===== src/inc/ref_stage_params.svh =====
// offsets, field positions, reset values and counts for the residual differential stage
// assumes a wishbone slave with 32-bit data and byte addresses
`ifndef REF_STAGE_PARAMS_SVH
`define REF_STAGE_PARAMS_SVH

// ****************************************
// register byte offsets
// ****************************************
`define REF_ADR_CTRL     8'h00
`define REF_ADR_CMD      8'h04
`define REF_ADR_STATUS   8'h08
`define REF_ADR_TRIP_CNT 8'h0c
`define REF_ADR_BLK_CNT  8'h10
`define REF_ADR_LOG_PTR  8'h14
`define REF_ADR_LOG_SEL  8'h18
`define REF_ADR_LOG_DATA 8'h1c

// ****************************************
// control fields
// ****************************************
`define REF_CTRL_DIR_BIT   0
`define REF_CTRL_INSEL_BIT 1
`define REF_CTRL_MASK_LSB  4
`define REF_CTRL_MASK_MSB  7
`define REF_CTRL_RESET     8'hf0

// ****************************************
// command and select fields
// ****************************************
`define REF_CMD_CLR_TRIP_BIT 0
`define REF_CMD_CLR_BLK_BIT  1
`define REF_SEL_WORD_LSB     0
`define REF_SEL_WORD_MSB     2
`define REF_SEL_IDX_LSB      4
`define REF_SEL_IDX_MSB      7
`define REF_LOG_WORDS        6

// ****************************************
// event bit positions
// ****************************************
`define REF_EV_TRIP_ON  0
`define REF_EV_TRIP_OFF 1
`define REF_EV_BLK_ON   2
`define REF_EV_BLK_OFF  3

// ****************************************
// timing
// ****************************************
`define REF_CLK_HZ        40000000
`define REF_BLK_LEAD_MS   5
`define REF_BLK_LEAD_CYC  ((`REF_BLK_LEAD_MS * `REF_CLK_HZ) / 1000)

`endif


===== src/inc/ref_stage_pkg.sv =====
// types shared by the residual differential stage
// assumes ref_stage_params.svh is on the include path
package ref_stage_pkg;

  typedef enum logic [1:0]
  {
    COND_NORMAL  = 2'b00,
    COND_TRIP    = 2'b01,
    COND_BLOCKED = 2'b10
  } cond_e;

  typedef struct packed
  {
    logic [47:0] stamp;
    logic [1:0]  event_code;
    logic [2:0]  group;
    logic [15:0] bias;
    logic [15:0] diff;
    logic [15:0] chr;
    logic [15:0] bias_max;
    logic [15:0] diff_max;
    logic [15:0] chr_max;
    logic [15:0] calc;
    logic [15:0] meas;
  } log_rec_s;

endpackage : ref_stage_pkg


===== src/design/ref_stage.sv =====
// blocking arbitration, condition, events, counters and record log of the residual differential stage
// assumes all inputs except i_block_in come from logic on i_sys_clk; i_cycle_tick pulses once per program cycle
// How it works
// - blocking input sampled at each program cycle start, used all that cycle
// - pick-up with no block sets trip, timing continues outside
// - pick-up arriving while blocked sets blocked, nothing further done
// - block after trip clears trip, release path as on pick-up drop
// - per-event mask picks which of on and off transitions are stored
// - each stored event carries the time stamp
// - trip and blocked counters count each occurrence, cleared by command
// - four events: trip on, trip off, block on, block off
// - circular log keeps twelve latest records, written at on transitions
// - record holds time, event, bias, diff, threshold, maxima, residuals, group
// - differential formed from computed and measured residual of own side
// - read-only condition shows normal, trip or blocked
// - differential is phase sum plus or minus chosen residual input
`include "ref_stage_params.svh"
`timescale 1ns/1ps
`default_nettype none

module ref_stage
  import ref_stage_pkg::*;
#(
  parameter int CUR_W     = 16,
  parameter int CNT_W     = 32,
  parameter int LOG_DEPTH = 12
)
(
  input  wire logic              i_sys_clk,
  input  wire logic              i_rst,
  input  wire logic              i_wb_cyc,
  input  wire logic              i_wb_stb,
  input  wire logic              i_wb_we,
  input  wire logic [7:0]        i_wb_adr,
  input  wire logic [3:0]        i_wb_sel,
  input  wire logic [31:0]       i_wb_dat,
  output logic      [31:0]       o_wb_dat,
  output logic                   o_wb_ack,
  input  wire logic              i_cycle_tick,
  input  wire logic              i_block_in,
  input  wire logic              i_pickup,
  input  wire logic [CUR_W-1:0]  i_computed_residual_current,
  input  wire logic [CUR_W-1:0]  i_measured_residual_current_1,
  input  wire logic [CUR_W-1:0]  i_measured_residual_current_2,
  input  wire logic [CUR_W-1:0]  i_bias_current,
  input  wire logic [CUR_W-1:0]  i_threshold_current,
  input  wire logic [47:0]       i_time_stamp,
  input  wire logic [2:0]        i_setting_group,
  output logic                   o_trip,
  output logic                   o_blocked,
  output logic      [1:0]        o_condition,
  output logic      [CUR_W-1:0]  o_diff_current,
  output logic      [3:0]        o_event_pulse,
  output logic      [3:0]        o_event_store,
  output logic      [47:0]       o_event_stamp
);

  // index is four bits and read words are 16-bit current fields
  if (CUR_W < 1 || CUR_W > 16 || CNT_W < 1 || CNT_W > 32 || LOG_DEPTH < 1 || LOG_DEPTH > 16)
  begin : g_bad_params
    $error("unsupported parameter value");
  end

  localparam logic [3:0] LAST_IDX = 4'(LOG_DEPTH - 1);

  // ****************************************
  // blocking input synchroniser
  // ****************************************
  // blocking matrix output may not share our clock, so two stages first
  logic blk_meta_r;
  logic blk_sync_r;

  always_ff @(posedge i_sys_clk or posedge i_rst)
  begin
    if (i_rst)
    begin
      blk_meta_r <= 1'b0;
      blk_sync_r <= 1'b0;
    end
    else
    begin
      blk_meta_r <= i_block_in;
      blk_sync_r <= blk_meta_r;
    end
  end

  // ****************************************
  // register file state
  // ****************************************
  logic [7:0]       ctrl_r,     ctrl_nxt;
  logic [7:0]       sel_r,      sel_nxt;
  logic [CNT_W-1:0] trip_cnt_r, trip_cnt_nxt;
  logic [CNT_W-1:0] blk_cnt_r,  blk_cnt_nxt;
  logic [31:0]      rdat_r,     rdat_nxt;
  logic             ack_r,      ack_nxt;

  // ****************************************
  // protection state
  // ****************************************
  logic             blk_smp_r,  blk_smp_nxt;
  logic             trip_r,     trip_nxt;
  logic             blocked_r,  blocked_nxt;
  logic [1:0]       cond_r,     cond_nxt;
  logic [CUR_W-1:0] diff_r,     diff_nxt;
  logic [3:0]       ev_r,       ev_nxt;
  logic [3:0]       store_r,    store_nxt;
  logic [47:0]      stamp_r,    stamp_nxt;
  logic [CUR_W-1:0] bias_max_r, bias_max_nxt;
  logic [CUR_W-1:0] diff_max_r, diff_max_nxt;
  logic [CUR_W-1:0] chr_max_r,  chr_max_nxt;

  // ****************************************
  // record log
  // ****************************************
  log_rec_s         log_mem_r [LOG_DEPTH];
  logic [3:0]       wr_idx_r,   wr_idx_nxt;
  logic [4:0]       fill_r,     fill_nxt;
  logic             log_we;
  log_rec_s         log_new;

  logic             bus_req;
  logic             wr_ctrl;
  logic             wr_cmd;
  logic             wr_sel;
  logic [CUR_W-1:0] res_sel;
  logic [CUR_W-1:0] diff_now;
  logic [3:0]       ev_now;
  log_rec_s         rd_rec;
  logic [31:0]      rd_word;

  assign bus_req = i_wb_cyc && i_wb_stb && !ack_r;
  assign wr_ctrl = bus_req && i_wb_we && i_wb_sel[0] && (i_wb_adr == `REF_ADR_CTRL);
  assign wr_cmd  = bus_req && i_wb_we && i_wb_sel[0] && (i_wb_adr == `REF_ADR_CMD);
  assign wr_sel  = bus_req && i_wb_we && i_wb_sel[0] && (i_wb_adr == `REF_ADR_LOG_SEL);

  // ****************************************
  // differential current
  // ****************************************
  always_comb
  begin
    res_sel = ctrl_r[`REF_CTRL_INSEL_BIT] ? i_measured_residual_current_2
                                          : i_measured_residual_current_1;
    if (ctrl_r[`REF_CTRL_DIR_BIT])
      diff_now = i_computed_residual_current - res_sel;
    else
      diff_now = i_computed_residual_current + res_sel;
  end

  // ****************************************
  // trip and block arbitration
  // ****************************************
  always_comb
  begin
    blk_smp_nxt  = blk_smp_r;
    trip_nxt     = trip_r;
    blocked_nxt  = blocked_r;
    ev_nxt       = 4'h0;
    ev_now       = 4'h0;
    store_nxt    = 4'h0;
    stamp_nxt    = stamp_r;
    diff_nxt     = diff_now;
    bias_max_nxt = bias_max_r;
    diff_max_nxt = diff_max_r;
    chr_max_nxt  = chr_max_r;
    if (i_cycle_tick)
    begin
      blk_smp_nxt = blk_sync_r;
      if (!i_pickup)
      begin
        trip_nxt    = 1'b0;
        blocked_nxt = 1'b0;
      end
      else if (trip_r && blk_sync_r)
      begin
        // trip falls, outer timer sees a drop and runs its release
        trip_nxt    = 1'b0;
        blocked_nxt = 1'b1;
      end
      else if (!trip_r && !blocked_r)
      begin
        trip_nxt    = !blk_sync_r;
        blocked_nxt = blk_sync_r;
      end
      ev_now[`REF_EV_TRIP_ON]  = trip_nxt && !trip_r;
      ev_now[`REF_EV_TRIP_OFF] = !trip_nxt && trip_r;
      ev_now[`REF_EV_BLK_ON]   = blocked_nxt && !blocked_r;
      ev_now[`REF_EV_BLK_OFF]  = !blocked_nxt && blocked_r;
      ev_nxt    = ev_now;
      store_nxt = ev_now & ctrl_r[`REF_CTRL_MASK_MSB:`REF_CTRL_MASK_LSB];
      if (ev_now != 4'h0)
        stamp_nxt = i_time_stamp;
    end
    // maxima restart with every new pick-up
    if (!i_pickup)
    begin
      bias_max_nxt = '0;
      diff_max_nxt = '0;
      chr_max_nxt  = '0;
    end
    else
    begin
      if (i_bias_current > bias_max_r)
        bias_max_nxt = i_bias_current;
      if (diff_now > diff_max_r)
        diff_max_nxt = diff_now;
      if (i_threshold_current > chr_max_r)
        chr_max_nxt = i_threshold_current;
    end
    if (trip_nxt)
      cond_nxt = COND_TRIP;
    else if (blocked_nxt)
      cond_nxt = COND_BLOCKED;
    else
      cond_nxt = COND_NORMAL;
  end

  // ****************************************
  // counters, log pointer and bus
  // ****************************************
  always_comb
  begin
    log_new            = '0;
    log_new.stamp      = i_time_stamp;
    log_new.event_code = ev_now[`REF_EV_TRIP_ON] ? 2'(`REF_EV_TRIP_ON) : 2'(`REF_EV_BLK_ON);
    log_new.group      = i_setting_group;
    log_new.bias       = 16'(i_bias_current);
    log_new.diff       = 16'(diff_now);
    log_new.chr        = 16'(i_threshold_current);
    log_new.bias_max   = 16'((i_bias_current > bias_max_r) ? i_bias_current : bias_max_r);
    log_new.diff_max   = 16'((diff_now > diff_max_r) ? diff_now : diff_max_r);
    log_new.chr_max    = 16'((i_threshold_current > chr_max_r) ? i_threshold_current : chr_max_r);
    log_new.calc       = 16'(i_computed_residual_current);
    log_new.meas       = 16'(res_sel);
    log_we = ev_now[`REF_EV_TRIP_ON] || ev_now[`REF_EV_BLK_ON];

    wr_idx_nxt = wr_idx_r;
    fill_nxt   = fill_r;
    if (log_we)
    begin
      wr_idx_nxt = (wr_idx_r == LAST_IDX) ? 4'h0 : wr_idx_r + 4'h1;
      if (fill_r != 5'(LOG_DEPTH))
        fill_nxt = fill_r + 5'h1;
    end

    // an occurrence in the clearing cycle still counts
    trip_cnt_nxt = trip_cnt_r;
    blk_cnt_nxt  = blk_cnt_r;
    if (wr_cmd && i_wb_dat[`REF_CMD_CLR_TRIP_BIT])
      trip_cnt_nxt = '0;
    if (wr_cmd && i_wb_dat[`REF_CMD_CLR_BLK_BIT])
      blk_cnt_nxt = '0;
    if (ev_now[`REF_EV_TRIP_ON])
      trip_cnt_nxt = trip_cnt_nxt + CNT_W'(1);
    if (ev_now[`REF_EV_BLK_ON])
      blk_cnt_nxt = blk_cnt_nxt + CNT_W'(1);

    ctrl_nxt = wr_ctrl ? i_wb_dat[7:0] : ctrl_r;
    sel_nxt  = wr_sel ? i_wb_dat[7:0] : sel_r;

    if (sel_r[`REF_SEL_IDX_MSB:`REF_SEL_IDX_LSB] <= LAST_IDX)
      rd_rec = log_mem_r[sel_r[`REF_SEL_IDX_MSB:`REF_SEL_IDX_LSB]];
    else
      rd_rec = '0;
    case (sel_r[`REF_SEL_WORD_MSB:`REF_SEL_WORD_LSB])
      3'h0:    rd_word = rd_rec.stamp[31:0];
      3'h1:    rd_word = {rd_rec.event_code, 3'h0, rd_rec.group, 8'h00, rd_rec.stamp[47:32]};
      3'h2:    rd_word = {rd_rec.diff, rd_rec.bias};
      3'h3:    rd_word = {rd_rec.bias_max, rd_rec.chr};
      3'h4:    rd_word = {rd_rec.chr_max, rd_rec.diff_max};
      3'h5:    rd_word = {rd_rec.meas, rd_rec.calc};
      default: rd_word = 32'h0;
    endcase

    ack_nxt  = bus_req;
    rdat_nxt = 32'h0;
    if (bus_req && !i_wb_we)
    begin
      case (i_wb_adr)
        `REF_ADR_CTRL:     rdat_nxt = {24'h0, ctrl_r};
        `REF_ADR_STATUS:   rdat_nxt = {27'h0, blk_smp_r, blocked_r, trip_r, cond_r};
        `REF_ADR_TRIP_CNT: rdat_nxt = 32'(trip_cnt_r);
        `REF_ADR_BLK_CNT:  rdat_nxt = 32'(blk_cnt_r);
        `REF_ADR_LOG_PTR:  rdat_nxt = {19'h0, fill_r, 4'h0, wr_idx_r};
        `REF_ADR_LOG_SEL:  rdat_nxt = {24'h0, sel_r};
        `REF_ADR_LOG_DATA: rdat_nxt = rd_word;
        default:           rdat_nxt = 32'h0;
      endcase
    end
  end

  // ****************************************
  // registers
  // ****************************************
  always_ff @(posedge i_sys_clk or posedge i_rst)
  begin
    if (i_rst)
    begin
      ctrl_r     <= `REF_CTRL_RESET;
      sel_r      <= 8'h00;
      trip_cnt_r <= '0;
      blk_cnt_r  <= '0;
      rdat_r     <= 32'h0;
      ack_r      <= 1'b0;
      blk_smp_r  <= 1'b0;
      trip_r     <= 1'b0;
      blocked_r  <= 1'b0;
      cond_r     <= COND_NORMAL;
      diff_r     <= '0;
      ev_r       <= 4'h0;
      store_r    <= 4'h0;
      stamp_r    <= 48'h0;
      bias_max_r <= '0;
      diff_max_r <= '0;
      chr_max_r  <= '0;
      wr_idx_r   <= 4'h0;
      fill_r     <= 5'h0;
    end
    else
    begin
      ctrl_r     <= ctrl_nxt;
      sel_r      <= sel_nxt;
      trip_cnt_r <= trip_cnt_nxt;
      blk_cnt_r  <= blk_cnt_nxt;
      rdat_r     <= rdat_nxt;
      ack_r      <= ack_nxt;
      blk_smp_r  <= blk_smp_nxt;
      trip_r     <= trip_nxt;
      blocked_r  <= blocked_nxt;
      cond_r     <= cond_nxt;
      diff_r     <= diff_nxt;
      ev_r       <= ev_nxt;
      store_r    <= store_nxt;
      stamp_r    <= stamp_nxt;
      bias_max_r <= bias_max_nxt;
      diff_max_r <= diff_max_nxt;
      chr_max_r  <= chr_max_nxt;
      wr_idx_r   <= wr_idx_nxt;
      fill_r     <= fill_nxt;
    end
  end

  // log storage has no reset; fill count tells which entries are valid
  always_ff @(posedge i_sys_clk)
  begin
    if (log_we)
      log_mem_r[wr_idx_r] <= log_new;
  end

  assign o_wb_dat       = rdat_r;
  assign o_wb_ack       = ack_r;
  assign o_trip         = trip_r;
  assign o_blocked      = blocked_r;
  assign o_condition    = cond_r;
  assign o_diff_current = diff_r;
  assign o_event_pulse  = ev_r;
  assign o_event_store  = store_r;
  assign o_event_stamp  = stamp_r;

endmodule : ref_stage

`default_nettype wire


===== config.mk =====
export PLATFORM = sky130hd
export DESIGN_NAME = ref_stage
export DESIGN_NICKNAME = d
export VERILOG_FILES = /design/src/inc/ref_stage_pkg.sv /design/src/design/ref_stage.sv
export VERILOG_INCLUDE_DIRS = /design/src /design/src/inc
export SDC_FILE = /design/constraint.sdc
export NUM_CORES = 2
export LEC_CHECK = 0
export BUFFER_PORTS_ARGS = -buffer_cell sky130_fd_sc_hd__buf_2
export CAP_MARGIN = 20
export CELL_PAD_IN_SITES_DETAIL_PLACEMENT = 2
export CELL_PAD_IN_SITES_GLOBAL_PLACEMENT = 2
export CORE_ASPECT_RATIO = 0.6
export CORE_MARGIN = 1
export CORE_UTILIZATION = 44
export DETAILED_ROUTE_END_ITERATION = 10
export PLACE_DENSITY = 0.81
export SLEW_MARGIN = 20
export SYNTH_ARGS = -nofsm -noshare
export SYNTH_HDL_FRONTEND = slang
export SYNTH_SLANG_ARGS = --single-unit

===== constraint.sdc =====
create_clock -name i_sys_clk -period 15.6 [get_ports i_sys_clk]
set_input_delay 3.9 -clock i_sys_clk [delete_from_list [all_inputs] [get_ports i_sys_clk]]
set_output_delay 3.9 -clock i_sys_clk [all_outputs]
set_load 0.05 [all_outputs]

==> results.ini <==
[outcome]
status = completed

[min_path]
min_path_type = reg -> reg

[clocking]
htreeDepth = 4
numCtsBuffers = 226
cts_root_buf = clkbuf_16
clock_latency_ns = 0.95
clk_pin_slew_ns = 0.08
cts_tree = done
cts-resized-gates = 0
postCtsSetupRepairBufs = 0
ctsHoldBuffers = 0
cts_buffer_depth = 4
clkSinkCount = 2408

[worst_setup_path]
end_kind = register
worstPathArrival_ns = 12.00
crit_path_max_incr_delay_ns = 0.88
crit_path_top_delay_cell = o31ai_1
critPathBufInv = 2
critPathMostFrequentCell = ha_1
crit_fanout = 15
startpoint_type = input pin
crit_type = in -> reg
path_cells = buf_2 -> mux2i_1 -> ha_1 -> o211ai_1 -> nor2_1 -> and2_1 -> nor2_1 -> xnor2_1 -> ha_1 -> a21o_1 -> a21oi_1 -> nand2b_1 -> o31ai_1 -> xnor2_2 -> ha_1 -> nand4_1 -> nor3_1 -> a2111oi_0 -> a22oi_2 -> buf_4 -> mux2_2 -> and2_1
critical-path-top-delay-family = compound AO/OA/AOI/OAI gates
worstPathRequired_ns = 16.40

[yosys]
ys_types = 69
netlist_area_mm2 = 0.09531
synth_warnings = 0
ys_seq_area_frac = 0.7457
synth_common_cells = edfxtp_1 (2,160), mux4_2 (542), dfrtp_1 (244)
synth_most_common_cell = edfxtp_1
yosys-top-cells-area = edfxtp_1 (68%), mux4_2 (13%), dfrtp_1 (6.4%), mux2i_1 (2.1%), mux2_2 (1.7%)
synth_nets = 4959
syn-instance-count = 4699
async_flop_share = 0.1030
synth_top_cell_by_area = edfxtp_1
synth.avg_cell_area_um2 = 20.28
ys_ff_latch = 2408
synth_edf_count = 2160
synth_top_area_frac = 0.6805
ys.flop_type = edfxtp_1

[sta]
finalHoldViolations = 0
period_share = 0.7184
max_freq_mhz = 89.23
finalCriticalPeriod_ns = 11.21
holdWs_ns = 0.3957
worst_slack_ns = 4.393
finalSetupTns_ns = 0
max_slew_margin = 0.06825
setup_violations = 0
worstMarginPinSlew_ns = 1.398
rsz0062_at_grt = false
fin_skew_ns = 0.07347
slew_viol_final = 0

[placement]
portBuffers = 264
gp_congestion = 0.8498
placedCellCount = 7689
dp_hpwl_um = 217600
post-place-ws_ns = 4.232
placed_area_mm2 = 0.1005

[route]
routed_wl_um = 387000
num_vias = 56810
via_per_inst = 6.987
wl_per_cell_um = 47.59
ant_nets = 0
drtIter0Drc = 9490
drc = 0
firstDrtPassIters = 6

[layout]
fin_util = 0.5033
fin_area_mm2 = 0.1077
fin_cells = 8131
area_delta_synth_final_pct = 12.94
seq_area_mm2 = 0.07109
drive_gt1_frac = 0.2754
fin_nets = 5321
fill_cells = 18490
multi_input_area_mm2 = 0.02313

[job]
maxCapViolCount = 0

[grt]
overflow = 0
grt_pass1_wl_um = 506900
grt_usage = 0.3389
antenna_found_initial = 51
grt_max_degree = 124
first_global_vias = 57200

[floorplan]
fp.dieH_um = 362.5
fp.dieW_um = 602.9
core_area_mm2 = 0.2139
num_rows = 131
initial_utilization = 0.4456
dieArea_mm2 = 0.2186
top_level_ports = 292

[power]
power_density_mw_per_mm2 = 139.5
vdd_drop_max_uv = 107.7
p_total_mw = 15.02
p_leak_nw = 34.66

==> path summary, 6_finish.rpt <==
check | start | to | slack, ns | depth (start not counted)
max reg2reg | ctrl_r[1] | diff_max_r[7] | 6.56 | 22
max | i_measured_residual_current_2[1] | diff_max_r[7] | 4.39 | 22
min in group asynchronous | i_rst | o_event_stamp[37] | 3.14 | 2
min reg2reg | blk_meta_r | blk_sync_r | 0.40 | 0
min | blk_meta_r | blk_sync_r | 0.40 | 0
max in group asynchronous | i_rst | o_event_stamp[44] | 10.90 | 3
==> placed cells by master (no fill, tap or decap), types with 76 or more instances in the layout <==
cell type / count
mux2i_1: 201
o22ai_1: 82
buf_4: 103
nand2_1: 125
buf_2: 265
inv_1: 93
ha_1: 76
edfxtp_1: 2160
nor2_1: 119
mux4_2: 542
clkbuf_16: 228
dfrtp_1: 240
mux2_2: 140
==> worst reg2reg max path, cell delays in order (launching register included) <==
cell and delay, ns:
dfrtp_1 0.35, buf_4 0.43, mux2i_1 0.54, ha_1 0.33
o211ai_1 0.19, nor2_1 0.37, and2_1 0.25, nor2_1 0.10
xnor2_1 0.51, ha_1 0.47, a21o_1 0.27, a21oi_1 0.21
nand2b_1 0.10, o31ai_1 0.88, xnor2_2 0.60, ha_1 0.54
nand4_1 0.19, nor3_1 0.47, a2111oi_0 0.22, a22oi_2 0.76
buf_4 0.38, mux2_2 0.53, and2_1 0.25
==> area by class of cell <==
class	instances	share of cell area
Antenna cell	29	0.0006741
Clock buffer	325	0.05936
Clock inverter	85	0.005858
Inverter	94	0.003347
Multi-Input combinational cell	1948	0.2148
Sequential cell	2408	0.6603
Tap cell	2859	0.03323
Timing Repair Buffer	383	0.02236
==> sequential cells by signal (all words and copies together), names as in the netlist, 16 cells and up <==
signal          cells
chr_max_r          16
o_event_stamp      48
bias_max_r         16
o_diff_current     16
diff_max_r         16
o_wb_dat           32
trip_cnt_r         32
blk_cnt_r          32
log_mem_r        2160
==> report_power, final <==
group | total (mW) | internal (mW) | switching [mW]
Clock | 5.80 | 2.98 | 2.82
Combinational | 1.54 | 0.363 | 1.17
Sequential | 7.68 | 7.49 | 0.187
Total | 15.0 | 10.8 | 4.19
==> per-layer routing <==
layer / vias up / part of all wire / wire [um] / GRT usage
met2: 5140 / 0.46 / 176200 / 0.5336
li1: 20050 / - / - / -
met5: - / 0.00083 / 323 / 0
met1: 30360 / 0.35 / 136500 / 0.4417
met3: 1208 / 0.13 / 51930 / 0.1025
met4: 48 / 0.057 / 22040 / 0.1385
==> logic make-up (layout without fill, tap and decap cells) <==
logic type | Yosys count | count (layout) | share of synthesized area
AOI/OAI and AO/OA | 443 | 443 | 0.03214
xor gates and xnor gates | 81 | 81 | 0.007587
adders and majority gates | 77 | 77 | 0.01019
buffers and inverters | 343 | 887 | 0.01457
DFF | 2408 | 2408 | 0.7457
muxes | 885 | 885 | 0.1659
other | 0 | 29 | 0
and+or+nand+nor | 462 | 462 | 0.02392
No activity file was read; power rests on OpenSTA's default activity.
